## src/inc/dcm_pkg.sv

```systemverilog
// Constants, states and removal kinds of the duplex controller maintenance
// block. Assumes a single 250 MHz clock domain.
package dcm_pkg;
   localparam int CLK_MHZ   = 250;
   localparam int CYCLE_MS  = 10;
   // Cycles per ms is CLK_MHZ * 1000; keeps the product inside 32 bits
   localparam int CYCLE_CYC = CYCLE_MS * 1000 * CLK_MHZ;
   localparam int DATA_W    = 8;
   localparam int SAB_W     = 16;
   localparam int CMD_W     = 4;
   localparam int NCMD      = 2 ** CMD_W;

   typedef enum logic [2:0] {
      ST_ACTIVE,
      ST_ACTIVE_MAINTENANCE_REMOVED,
      ST_STANDBY,
      ST_OS_TEST,
      ST_OS_HAND,
      ST_OUT_OF_SERVICE_FAULTED,
      ST_OUT_OF_SERVICE_REMOVED,
      ST_FORCED
   } dcm_state_type;

   typedef enum logic [1:0] {
      RM_TEST,
      RM_HAND,
      RM_FORCED,
      RM_SUSPECT
   } dcm_rm_type;

   localparam logic          RST_ACT = 1'b0;
   localparam dcm_state_type RST_ST0 = ST_ACTIVE;
   localparam dcm_state_type RST_ST1 = ST_STANDBY;
endpackage

```

## src/design/dcm_even_par.sv

```systemverilog
// Even parity generator: par makes the total count of ones even.
// Pure combinational; used on the internal bus and the scan reply.
`timescale 1ns/1ps
`default_nettype none
module dcm_even_par
#(
   parameter int W = 8
)
(
   input  wire logic [W-1:0] data,
   output logic              par
);
   assign par = ^data;
endmodule
`default_nettype wire

```

## src/design/dcm_top.sv

```systemverilog
// Duplex controller maintenance: RAM copy, internal bus parity, output
// comparison, reconfiguration, command decode and scan reply parity.
// Assumes all inputs synchronous to ref_clk; diagnostics run outside.
`timescale 1ns/1ps
`default_nettype none
module dcm_top
   import dcm_pkg::*;
#(
   parameter int DEPTH     = 16,
   parameter int OW        = 8,
   parameter int LINE_N    = 4,
   parameter int CYCLE_LEN = dcm_pkg::CYCLE_CYC
)
(
   input  wire logic                    ref_clk,
   input  wire logic                    nrst,
   input  wire logic [$clog2(DEPTH)-1:0] ibus_addr,
   input  wire logic                    ibus_rd,
   input  wire logic                    ibus_wr,
   input  wire logic [dcm_pkg::DATA_W:0] ibus_i,
   output logic      [dcm_pkg::DATA_W:0] ibus_o,
   output logic      [dcm_pkg::DATA_W:0] ibus_oe,
   input  wire logic [OW-1:0]           ctl0_out,
   input  wire logic [OW-1:0]           ctl1_out,
   input  wire logic [OW-1:0]           hc0_a,
   input  wire logic [OW-1:0]           hc0_b,
   input  wire logic [OW-1:0]           hc1_a,
   input  wire logic [OW-1:0]           hc1_b,
   output logic      [OW-1:0]           periph_out,
   input  wire logic                    ord_valid,
   input  wire logic [dcm_pkg::CMD_W-1:0] ord_code,
   input  wire logic                    link_app,
   output logic      [dcm_pkg::NCMD-1:0] periph_cmd,
   output logic      [LINE_N-1:0]       line_en,
   input  wire logic                    rm_req,
   input  wire logic                    rm_ctl,
   input  wire dcm_pkg::dcm_rm_type     rm_kind,
   output logic                         rm_refused,
   input  wire logic                    rs_req,
   input  wire logic                    rs_ctl,
   input  wire logic                    cc_force,
   input  wire logic                    cc_force_ctl,
   input  wire logic                    diag_done,
   input  wire logic                    diag_ctl,
   input  wire logic                    diag_pass,
   output logic                         diag_start,
   output logic                         diag_target,
   output logic                         active_ctl,
   output dcm_pkg::dcm_state_type       ctl0_state,
   output dcm_pkg::dcm_state_type       ctl1_state,
   output logic      [1:0]              oos_lamp,
   output logic                         dma_busy,
   output logic                         fault_ind,
   input  wire logic                    scan_req,
   input  wire logic                    scan_normal,
   input  wire logic                    scan_ident,
   input  wire logic [dcm_pkg::SAB_W-1:0] scan_data,
   output logic                         sab_valid,
   output logic      [dcm_pkg::SAB_W-1:0] sab_data,
   output logic                         sab_health,
   output logic                         sab_par,
   output logic                         sab_chk
);
   import dcm_pkg::*;
   localparam int AW = $clog2(DEPTH);

   logic                rst_s1_reg;
   logic                rst_n;
   logic [31:0]         tick_cnt_reg;
   logic                tick;
   logic                pend_reg;
   logic [CMD_W-1:0]    pend_code_reg;
   dcm_state_type       st_reg [2];
   logic                act_reg;
   logic                prt;
   logic [DATA_W-1:0]   ram_reg [2][DEPTH];
   logic                dma_busy_reg;
   logic                dma_tgt_reg;
   logic [AW-1:0]       dma_idx_reg;
   logic                dma_last;
   logic                dma_start;
   logic                dma_start_tgt;
   logic                dma_abort;
   logic                det_on;
   logic                sby_in;
   logic                hc_mis_act;
   logic                hc_mis_sby;
   logic                out_mis;
   logic                mis;
   logic                mis_reg;
   logic                rd_par;
   logic                wr_par;
   logic                par_err;
   logic                scan_par;
   logic                act_fault;
   logic                sby_fault;
   logic                rm_ok;
   logic                rs_ok;

   function automatic logic in_svc(input dcm_state_type s);
      in_svc = (s == ST_ACTIVE) || (s == ST_ACTIVE_MAINTENANCE_REMOVED) || (s == ST_STANDBY);
   endfunction

   // Async assert, synchronous release
   always_ff @(posedge ref_clk or negedge nrst)
   begin
      if (!nrst)
      begin
         rst_s1_reg <= 1'b0;
         rst_n      <= 1'b0;
      end
      else
      begin
         rst_s1_reg <= 1'b1;
         rst_n      <= rst_s1_reg;
      end
   end

   // Program cycle divider
   assign tick = (tick_cnt_reg == 32'(CYCLE_LEN - 1));
   always_ff @(posedge ref_clk or negedge rst_n)
   begin
      if (!rst_n)
         tick_cnt_reg <= 32'h0;
      else if (tick)
         tick_cnt_reg <= 32'h0;
      else
         tick_cnt_reg <= tick_cnt_reg + 32'h1;
   end

   // Orders are held until the cycle tick; both sides accept them alike
   always_ff @(posedge ref_clk or negedge rst_n)
   begin
      if (!rst_n)
      begin
         pend_reg      <= 1'b0;
         pend_code_reg <= '0;
         periph_cmd    <= '0;
         line_en       <= '0;
      end
      else
      begin
         if (ord_valid)
         begin
            pend_reg      <= 1'b1;
            pend_code_reg <= ord_code;
         end
         else if (tick)
            pend_reg <= 1'b0;
         periph_cmd <= '0;
         line_en    <= '0;
         if (tick && pend_reg)
         begin
            periph_cmd <= NCMD'(1) << pend_code_reg;
            if (link_app)
               line_en <= LINE_N'(1) << pend_code_reg[$clog2(LINE_N)-1:0];
         end
      end
   end

   // Comparison at controller and hardcore level
   assign prt        = ~act_reg;
   assign det_on     = (st_reg[act_reg] == ST_ACTIVE);
   assign sby_in     = (st_reg[prt] == ST_STANDBY);
   assign hc_mis_act = act_reg ? (hc1_a != hc1_b) : (hc0_a != hc0_b);
   assign hc_mis_sby = sby_in &&
                       (act_reg ? (hc0_a != hc0_b) : (hc1_a != hc1_b));
   assign out_mis    = sby_in && (ctl0_out != ctl1_out);
   assign mis        = det_on && (out_mis || hc_mis_act || hc_mis_sby);

   dcm_even_par #(.W(DATA_W)) u_rd_par
   (
      .data (ram_reg[act_reg][ibus_addr]),
      .par  (rd_par)
   );
   dcm_even_par #(.W(DATA_W + 1)) u_wr_chk
   (
      .data (ibus_i),
      .par  (wr_par)
   );
   dcm_even_par #(.W(SAB_W)) u_sab_par
   (
      .data (scan_data),
      .par  (scan_par)
   );

   assign par_err   = ibus_wr && wr_par;
   assign act_fault = det_on && (hc_mis_act || par_err ||
                      (diag_done && !diag_pass && diag_ctl == act_reg));
   assign sby_fault = sby_in && (hc_mis_sby ||
                      (diag_done && !diag_pass && diag_ctl == prt));

   // Released word held while an ST_ACTIVE side and an ST_STANDBY side disagree
   always_ff @(posedge ref_clk or negedge rst_n)
   begin
      if (!rst_n)
         periph_out <= '0;
      else if (!(det_on && out_mis))
         periph_out <= act_reg ? ctl1_out : ctl0_out;
   end

   always_ff @(posedge ref_clk or negedge rst_n)
   begin
      if (!rst_n)
      begin
         mis_reg     <= 1'b0;
         diag_start  <= 1'b0;
         diag_target <= 1'b0;
         fault_ind   <= 1'b0;
      end
      else
      begin
         mis_reg    <= mis;
         fault_ind  <= par_err;
         diag_start <= (mis && !mis_reg) || (det_on && par_err);
         if (mis && !mis_reg)
            diag_target <= (hc_mis_act || !hc_mis_sby) ? act_reg : prt;
         else if (act_fault || sby_fault)
            diag_target <= act_fault ? act_reg : prt;
      end
   end

   // Only a removal that leaves both in service before it is legal
   assign rm_ok = rm_req && !dma_busy_reg && in_svc(st_reg[0]) &&
                  in_svc(st_reg[1]) && det_on;
   assign rs_ok = rs_req && rs_ctl != act_reg && !in_svc(st_reg[rs_ctl]) &&
                  st_reg[rs_ctl] != ST_OUT_OF_SERVICE_REMOVED && !dma_busy_reg;
   assign dma_start = !dma_busy_reg && (rs_ok || (diag_done && diag_pass &&
                      st_reg[diag_ctl] == ST_OUT_OF_SERVICE_REMOVED));
   assign dma_start_tgt = rs_ok ? rs_ctl : diag_ctl;
   assign dma_abort = cc_force || act_fault;
   assign dma_last  = dma_busy_reg && (dma_idx_reg == AW'(DEPTH - 1));

   always_ff @(posedge ref_clk or negedge rst_n)
   begin
      if (!rst_n)
      begin
         st_reg[0] <= RST_ST0;
         st_reg[1] <= RST_ST1;
         act_reg   <= RST_ACT;
      end
      else
      begin
         if (dma_last && !dma_abort)
            st_reg[dma_tgt_reg] <= ST_STANDBY;
         if (cc_force)
         begin
            act_reg              <= cc_force_ctl;
            st_reg[cc_force_ctl] <= ST_ACTIVE;
            if (in_svc(st_reg[~cc_force_ctl]))
               st_reg[~cc_force_ctl] <= ST_OUT_OF_SERVICE_REMOVED;
         end
         else if (act_fault)
         begin
            case (st_reg[prt])
               ST_STANDBY, ST_OS_TEST, ST_OS_HAND:
               begin
                  act_reg          <= prt;
                  st_reg[prt]      <= ST_ACTIVE;
                  st_reg[act_reg]  <= ST_OUT_OF_SERVICE_REMOVED;
               end
               ST_OUT_OF_SERVICE_FAULTED:
               begin
                  act_reg          <= prt;
                  st_reg[prt]      <= ST_ACTIVE_MAINTENANCE_REMOVED;
                  st_reg[act_reg]  <= ST_OUT_OF_SERVICE_REMOVED;
               end
               default:
                  st_reg[act_reg] <= ST_ACTIVE_MAINTENANCE_REMOVED;
            endcase
         end
         else if (sby_fault)
            st_reg[prt] <= ST_OUT_OF_SERVICE_REMOVED;
         else if (diag_done && !diag_pass &&
                  st_reg[diag_ctl] == ST_OUT_OF_SERVICE_REMOVED)
            st_reg[diag_ctl] <= ST_OUT_OF_SERVICE_FAULTED;
         else if (rm_ok)
         begin
            if (rm_ctl == act_reg)
            begin
               act_reg     <= prt;
               st_reg[prt] <= ST_ACTIVE;
            end
            case (rm_kind)
               RM_TEST:   st_reg[rm_ctl] <= ST_OS_TEST;
               RM_HAND:   st_reg[rm_ctl] <= ST_OS_HAND;
               RM_FORCED: st_reg[rm_ctl] <= ST_FORCED;
               default:   st_reg[rm_ctl] <= ST_OUT_OF_SERVICE_REMOVED;
            endcase
         end
      end
   end

   always_ff @(posedge ref_clk or negedge rst_n)
   begin
      if (!rst_n)
         rm_refused <= 1'b0;
      else
         rm_refused <= rm_req && !rm_ok && !cc_force;
   end

   // RAM copy engine, one word per cycle
   always_ff @(posedge ref_clk or negedge rst_n)
   begin
      if (!rst_n)
      begin
         dma_busy_reg <= 1'b0;
         dma_tgt_reg  <= 1'b0;
         dma_idx_reg  <= '0;
      end
      else if (dma_busy_reg)
      begin
         dma_idx_reg <= dma_idx_reg + AW'(1);
         if (dma_last || dma_abort)
            dma_busy_reg <= 1'b0;
      end
      else if (dma_start)
      begin
         dma_busy_reg <= 1'b1;
         dma_tgt_reg  <= dma_start_tgt;
         dma_idx_reg  <= '0;
      end
   end

   // Lockstep writes reach the standby too; a bus write beats the copy
   // at the same index so the copy never restores a stale byte.
   always_ff @(posedge ref_clk)
   begin
      if (dma_busy_reg)
         ram_reg[dma_tgt_reg][dma_idx_reg] <= ram_reg[~dma_tgt_reg][dma_idx_reg];
      if (ibus_wr && !par_err)
      begin
         ram_reg[act_reg][ibus_addr] <= ibus_i[DATA_W-1:0];
         if (sby_in || (dma_busy_reg && dma_tgt_reg == prt))
            ram_reg[prt][ibus_addr] <= ibus_i[DATA_W-1:0];
      end
   end

   // Bus driven toward the processor only on a read
   assign ibus_oe = {(DATA_W + 1){ibus_rd && !ibus_wr}};
   always_ff @(posedge ref_clk or negedge rst_n)
   begin
      if (!rst_n)
         ibus_o <= '0;
      else if (ibus_rd)
         ibus_o <= {rd_par, ram_reg[act_reg][ibus_addr]};
   end

   // Scan reply
   always_ff @(posedge ref_clk or negedge rst_n)
   begin
      if (!rst_n)
      begin
         sab_valid  <= 1'b0;
         sab_data   <= '0;
         sab_health <= 1'b0;
         sab_par    <= 1'b0;
         sab_chk    <= 1'b0;
      end
      else
      begin
         sab_valid <= scan_req && scan_normal;
         sab_par   <= 1'b0;
         sab_chk   <= 1'b0;
         if (scan_req && scan_normal)
         begin
            sab_data   <= scan_data;
            sab_health <= det_on;
            sab_par    <= ~scan_par;
            sab_chk    <= scan_ident;
         end
      end
   end

   assign active_ctl = act_reg;
   assign ctl0_state = st_reg[0];
   assign ctl1_state = st_reg[1];
   assign oos_lamp   = {!in_svc(st_reg[1]), !in_svc(st_reg[0])};
   assign dma_busy   = dma_busy_reg;
endmodule
`default_nettype wire

```

## config.mk

```make
export PLATFORM = sky130hd
export DESIGN_NAME = dcm_top
export DESIGN_NICKNAME = d
export VERILOG_FILES = /design/src/inc/dcm_pkg.sv /design/src/design/dcm_even_par.sv /design/src/design/dcm_top.sv
export SDC_FILE = /design/constraint.sdc
export NUM_CORES = 1
export LEC_CHECK = 0
export ABC_AREA = 1
export BUFFER_PORTS_ARGS = -buffer_cell sky130_fd_sc_hd__buf_4
export CAP_MARGIN = 15
export CORE_UTILIZATION = 49
export CTS_CLUSTER_DIAMETER = 50
export DETAILED_ROUTE_END_ITERATION = 16
export PLACE_DENSITY = 0.67
export REMOVE_ABC_BUFFERS = 1
export SYNTH_ARGS = -nofsm -noshare
export SYNTH_HDL_FRONTEND = slang
export SYNTH_HIERARCHICAL = 1
export SYNTH_SLANG_ARGS = --single-unit
```

## constraint.sdc

```tcl
create_clock -name ref_clk -period 6.25 [get_ports ref_clk]
set_input_delay 0.3125 -clock ref_clk [delete_from_list [all_inputs] [get_ports ref_clk]]
set_output_delay 0.3125 -clock ref_clk [all_outputs]
set_load 0.01 [all_outputs]
```

==> reports/results.tsv <==
stage	metric	value	unit
run_status	status	finished, final reports clean	
logic_synthesis	Async SR Flop Fraction	0.308	
route	via count	21000	
sta	RSZ-0062 raised after global routing	false	
cells_and_area	most common cell after layout, fill and taps aside	nand2_1	
place	I/O Buffers	180	
cells_and_area	post-layout util	0.564	
clocking	Num CTS Buffers	45	
worst_setup_path	Crit path required time	6.77	ns
global_route	pin count of the biggest net entering global routing	101	
sta	period utilization	0.689	
pwr	Pleak	10.5	nW
route	WL per Instance	20.5	um
place	dpl ws	2.15	ns
min_path	type of the worst min-delay path	in2reg	
pwr	clock power share	0.234	
pwr	P_int	0.00660	W
route	DR iter-0 viols	2416	
worst_setup_path	CP Capture Type	flip-flop	
min_path	hold path endpoint	periph_out[1]	
place	hpwl dp	48400	um
sta	Clock Skew	0.0303	ns
sta	Slew HR	0.174	
worst_setup_path	critical-path cell list	inv_4 -> buf_4 -> a21oi_1 -> o21ai_0 -> o21ai_0 -> nor3_1 -> o221ai_1 -> inv_1 -> nand2_1 -> nand2_1 -> nand2_1 -> nand2_1 -> nand2_1 -> nand2_1 -> nand2_1 -> nand2_1	
pwr	Sw Share	0.424	
cells_and_area	Area Overhead vs Synth	13.6	%
min_path	hold path start	ctl0_out[1]	
clocking	clock buffer depth	3	
logic_synthesis	sequential area share after synthesis	0.466	
route	drt pass-1 iters	7	
worst_setup_path	Crit Path Category	reg2reg	
sta	total negative slack for setup checks	0	ns
cells_and_area	Final #Nets	3051	
sta	FMAX	0.232	GHz
logic_synthesis	number of synthesized flops with an enable pin	256	
logic_synthesis	Primary FF master, synth	edfxtp_1	
logic_synthesis	synthesized flop and latch total	370	
logic_synthesis	synthesized area	22600	sq um
route	drt via density	5.87	
logic_synthesis	synthesized instance count	2859	
global_route	vias in the first global route	20200	
cells_and_area	Antenna Cells	0	
worst_setup_path	CP max stage cell	dfrtp_4	
clocking	CTS tree	yes	
worst_setup_path	RR Endpoint	ibus_o[8]	
min_path	hold path depth	3	
route	Remaining DRCs	0	
worst_setup_path	Critical Path Start	active_ctl	
sta	min Tclk post-route	4.30	ns
cells_and_area	Filler Cells Inserted	4133	
worst_setup_path	Critical Path Source Type	flip-flop	
worst_setup_path	reg2reg start	active_ctl	
clocking	worst-skew pair later-pin latency	0.61	ns
global_route	first-pass GRT wire length	112000	um
clocking	CTS sink cnt	370	
global_route	Overall Global Routing Usage	0.310	
die	core footprint	45500	sq um
clocking	setup bufs post-CTS	0	
clocking	clock slew at reported path FFs	0.06	ns
cells_and_area	layout cells sized above 1	0.136	
die	Die Ht	217	um
route	Routed Antenna Nets	0	
worst_setup_path	CP max FO	81	
sta	worst-margin pin slew	1.24	ns
worst_setup_path	slowest stage delay, CP	0.77	ns
die	Top Ports	181	
pwr	combinational power share	0.428	
global_route	GRT Residual Overflow	0	
cells_and_area	most frequent cells in the layout	751 x nand2_1, 404 x o21ai_0, 261 x inv_1, 256 x edfxtp_1, 212 x buf_4	
pwr	Tot Pwr	0.0115	W
pwr	Seq pwr share	0.338	
global_route	initial antenna violation count	0	
logic_synthesis	Cell variety after synth	52	
cells_and_area	Largest register FFs	256	
sta	Final Max Tran Viols	0	
logic_synthesis	syn_area_per_cell	7.90	sq um
die	full die area	47000	sq um
sta	Final setup viols	0	
die	die extent in x	217	um
worst_setup_path	CP most frequent cell	nand2_1	
clocking	clk root buf	clkbuf_16	
worst_setup_path	reg-to-reg slack, setup	1.95	ns
clocking	H-tree depth	2	
pwr	pwr dens	446	nW/um^2
sta	post-route worst setup slack	1.95	ns
route	Total Routed Length	73400	um
pwr	Peak VDD IR	0.500	mV
worst_setup_path	Worst R2R Path Depth	16	
place	RePlAce Congestion	0.946	
sta	final number of hold-violating endpoints	0	
logic_synthesis	Yosys warning count	6	
worst_setup_path	crit path DAT	4.83	ns
die	Starting Density	0.497	
pwr	sw power	0.00486	W
run	max-cap violations	0	
die	FP Rows	78	
## area by class of cell
| type | instances | area [sq um] | share of cell area |
|---|---|---|---|
| clock buffers | 64 | 1320 | 0.0515 |
| well taps | 600 | 751 | 0.0292 |
| clock inverters | 18 | 189 | 0.00736 |
| flip-flops and latches | 370 | 10600 | 0.411 |
| multi-input cells | 1992 | 9830 | 0.383 |
| inverters | 291 | 1100 | 0.0429 |
| repair buffers | 245 | 1920 | 0.0749 |
## stage by stage
step / instance area, sq um / hold slack (ns) / cells
floorplan: 21400 / 0.0169 / 2653
global placement: 23800 / 0.0965 / 3463
detailed placement: 23800 / 0.0968 / 3464
CTS: 25700 / 0.00152 / 3579
global route: 25700 / 0.0102 / 3580
finish: 25700 / 0.0188 / 3580
## cell usage after synthesis (67+ instances only)
| cell type | count | area (sq um) |
|---|---|---|
| nand2_1 | 752 | 2820 |
| clkbuf_1 | 79 | 297 |
| buf_2 | 67 | 335 |
| o21ai_0 | 404 | 2020 |
| inv_1 | 261 | 980 |
| dfrtp_1 | 113 | 2830 |
| o211ai_1 | 112 | 841 |
| a21oi_1 | 147 | 736 |
| nor2_1 | 154 | 578 |
| nand3_1 | 106 | 531 |
| edfxtp_1 | 256 | 7690 |
| o21ai_1 | 79 | 395 |
## metal layers
metal / GRT usage / vias to the layer above / wire length [um]
met2: 0.500 / 1186 / 33600
met5: 0 / - / 0
met3: 0.0745 / 249 / 7660
li1: - / 9849 / -
met4: 0.179 / 0 / 4210
met1: 0.381 / 9737 / 27900
## critical path: cells and delay by family, from the launching register on
family	cells	cell delay [ns]
and+or+nand+nor	9	1.19
AOI/OAI and AO/OA	4	0.80
DFF	1	0.77
buffers and inverters	3	1.34
## worst max-delay path by stage
stage                                 end
after detailed placement   ram_reg[1][27]
after CTS                  ram_reg[1][27]
after global routing            ibus_o[8]
final                           ibus_o[8]
after global placement     ram_reg[0][19]
after floorplan           ram_reg[1][127]
## timing repair
action                                 CTS  global route
gates resized for setup                  0             0
hold buffers                            33             0
endpoints found under the hold margin   28             0
## logic make-up (layout without fill, tap and decap cells)
kind of cell,count (synthesis),count (layout),share of synthesized area
AOI/OAI and AO/OA,836,836,0.214
xor gates and xnor gates,36,36,0.0143
adders and majority gates,5,5,0.00277
buffers and inverters,497,618,0.100
DFF,370,370,0.466
other,1,1,0.000166
and+or+nand+nor,1114,1114,0.203
## power by group through the flow
stage | sequential (W) | combinational, W | clock, W
floorplan | 0.00394 | 0.00288 | 0
global placement | 0.00390 | 0.00458 | 0
detailed placement | 0.00391 | 0.00475 | 0
CTS | 0.00386 | 0.00479 | 0.00271
global route | 0.00390 | 0.00536 | 0.00281
finish | 0.00387 | 0.00490 | 0.00268
No activity file was read; power rests on OpenSTA's default activity.
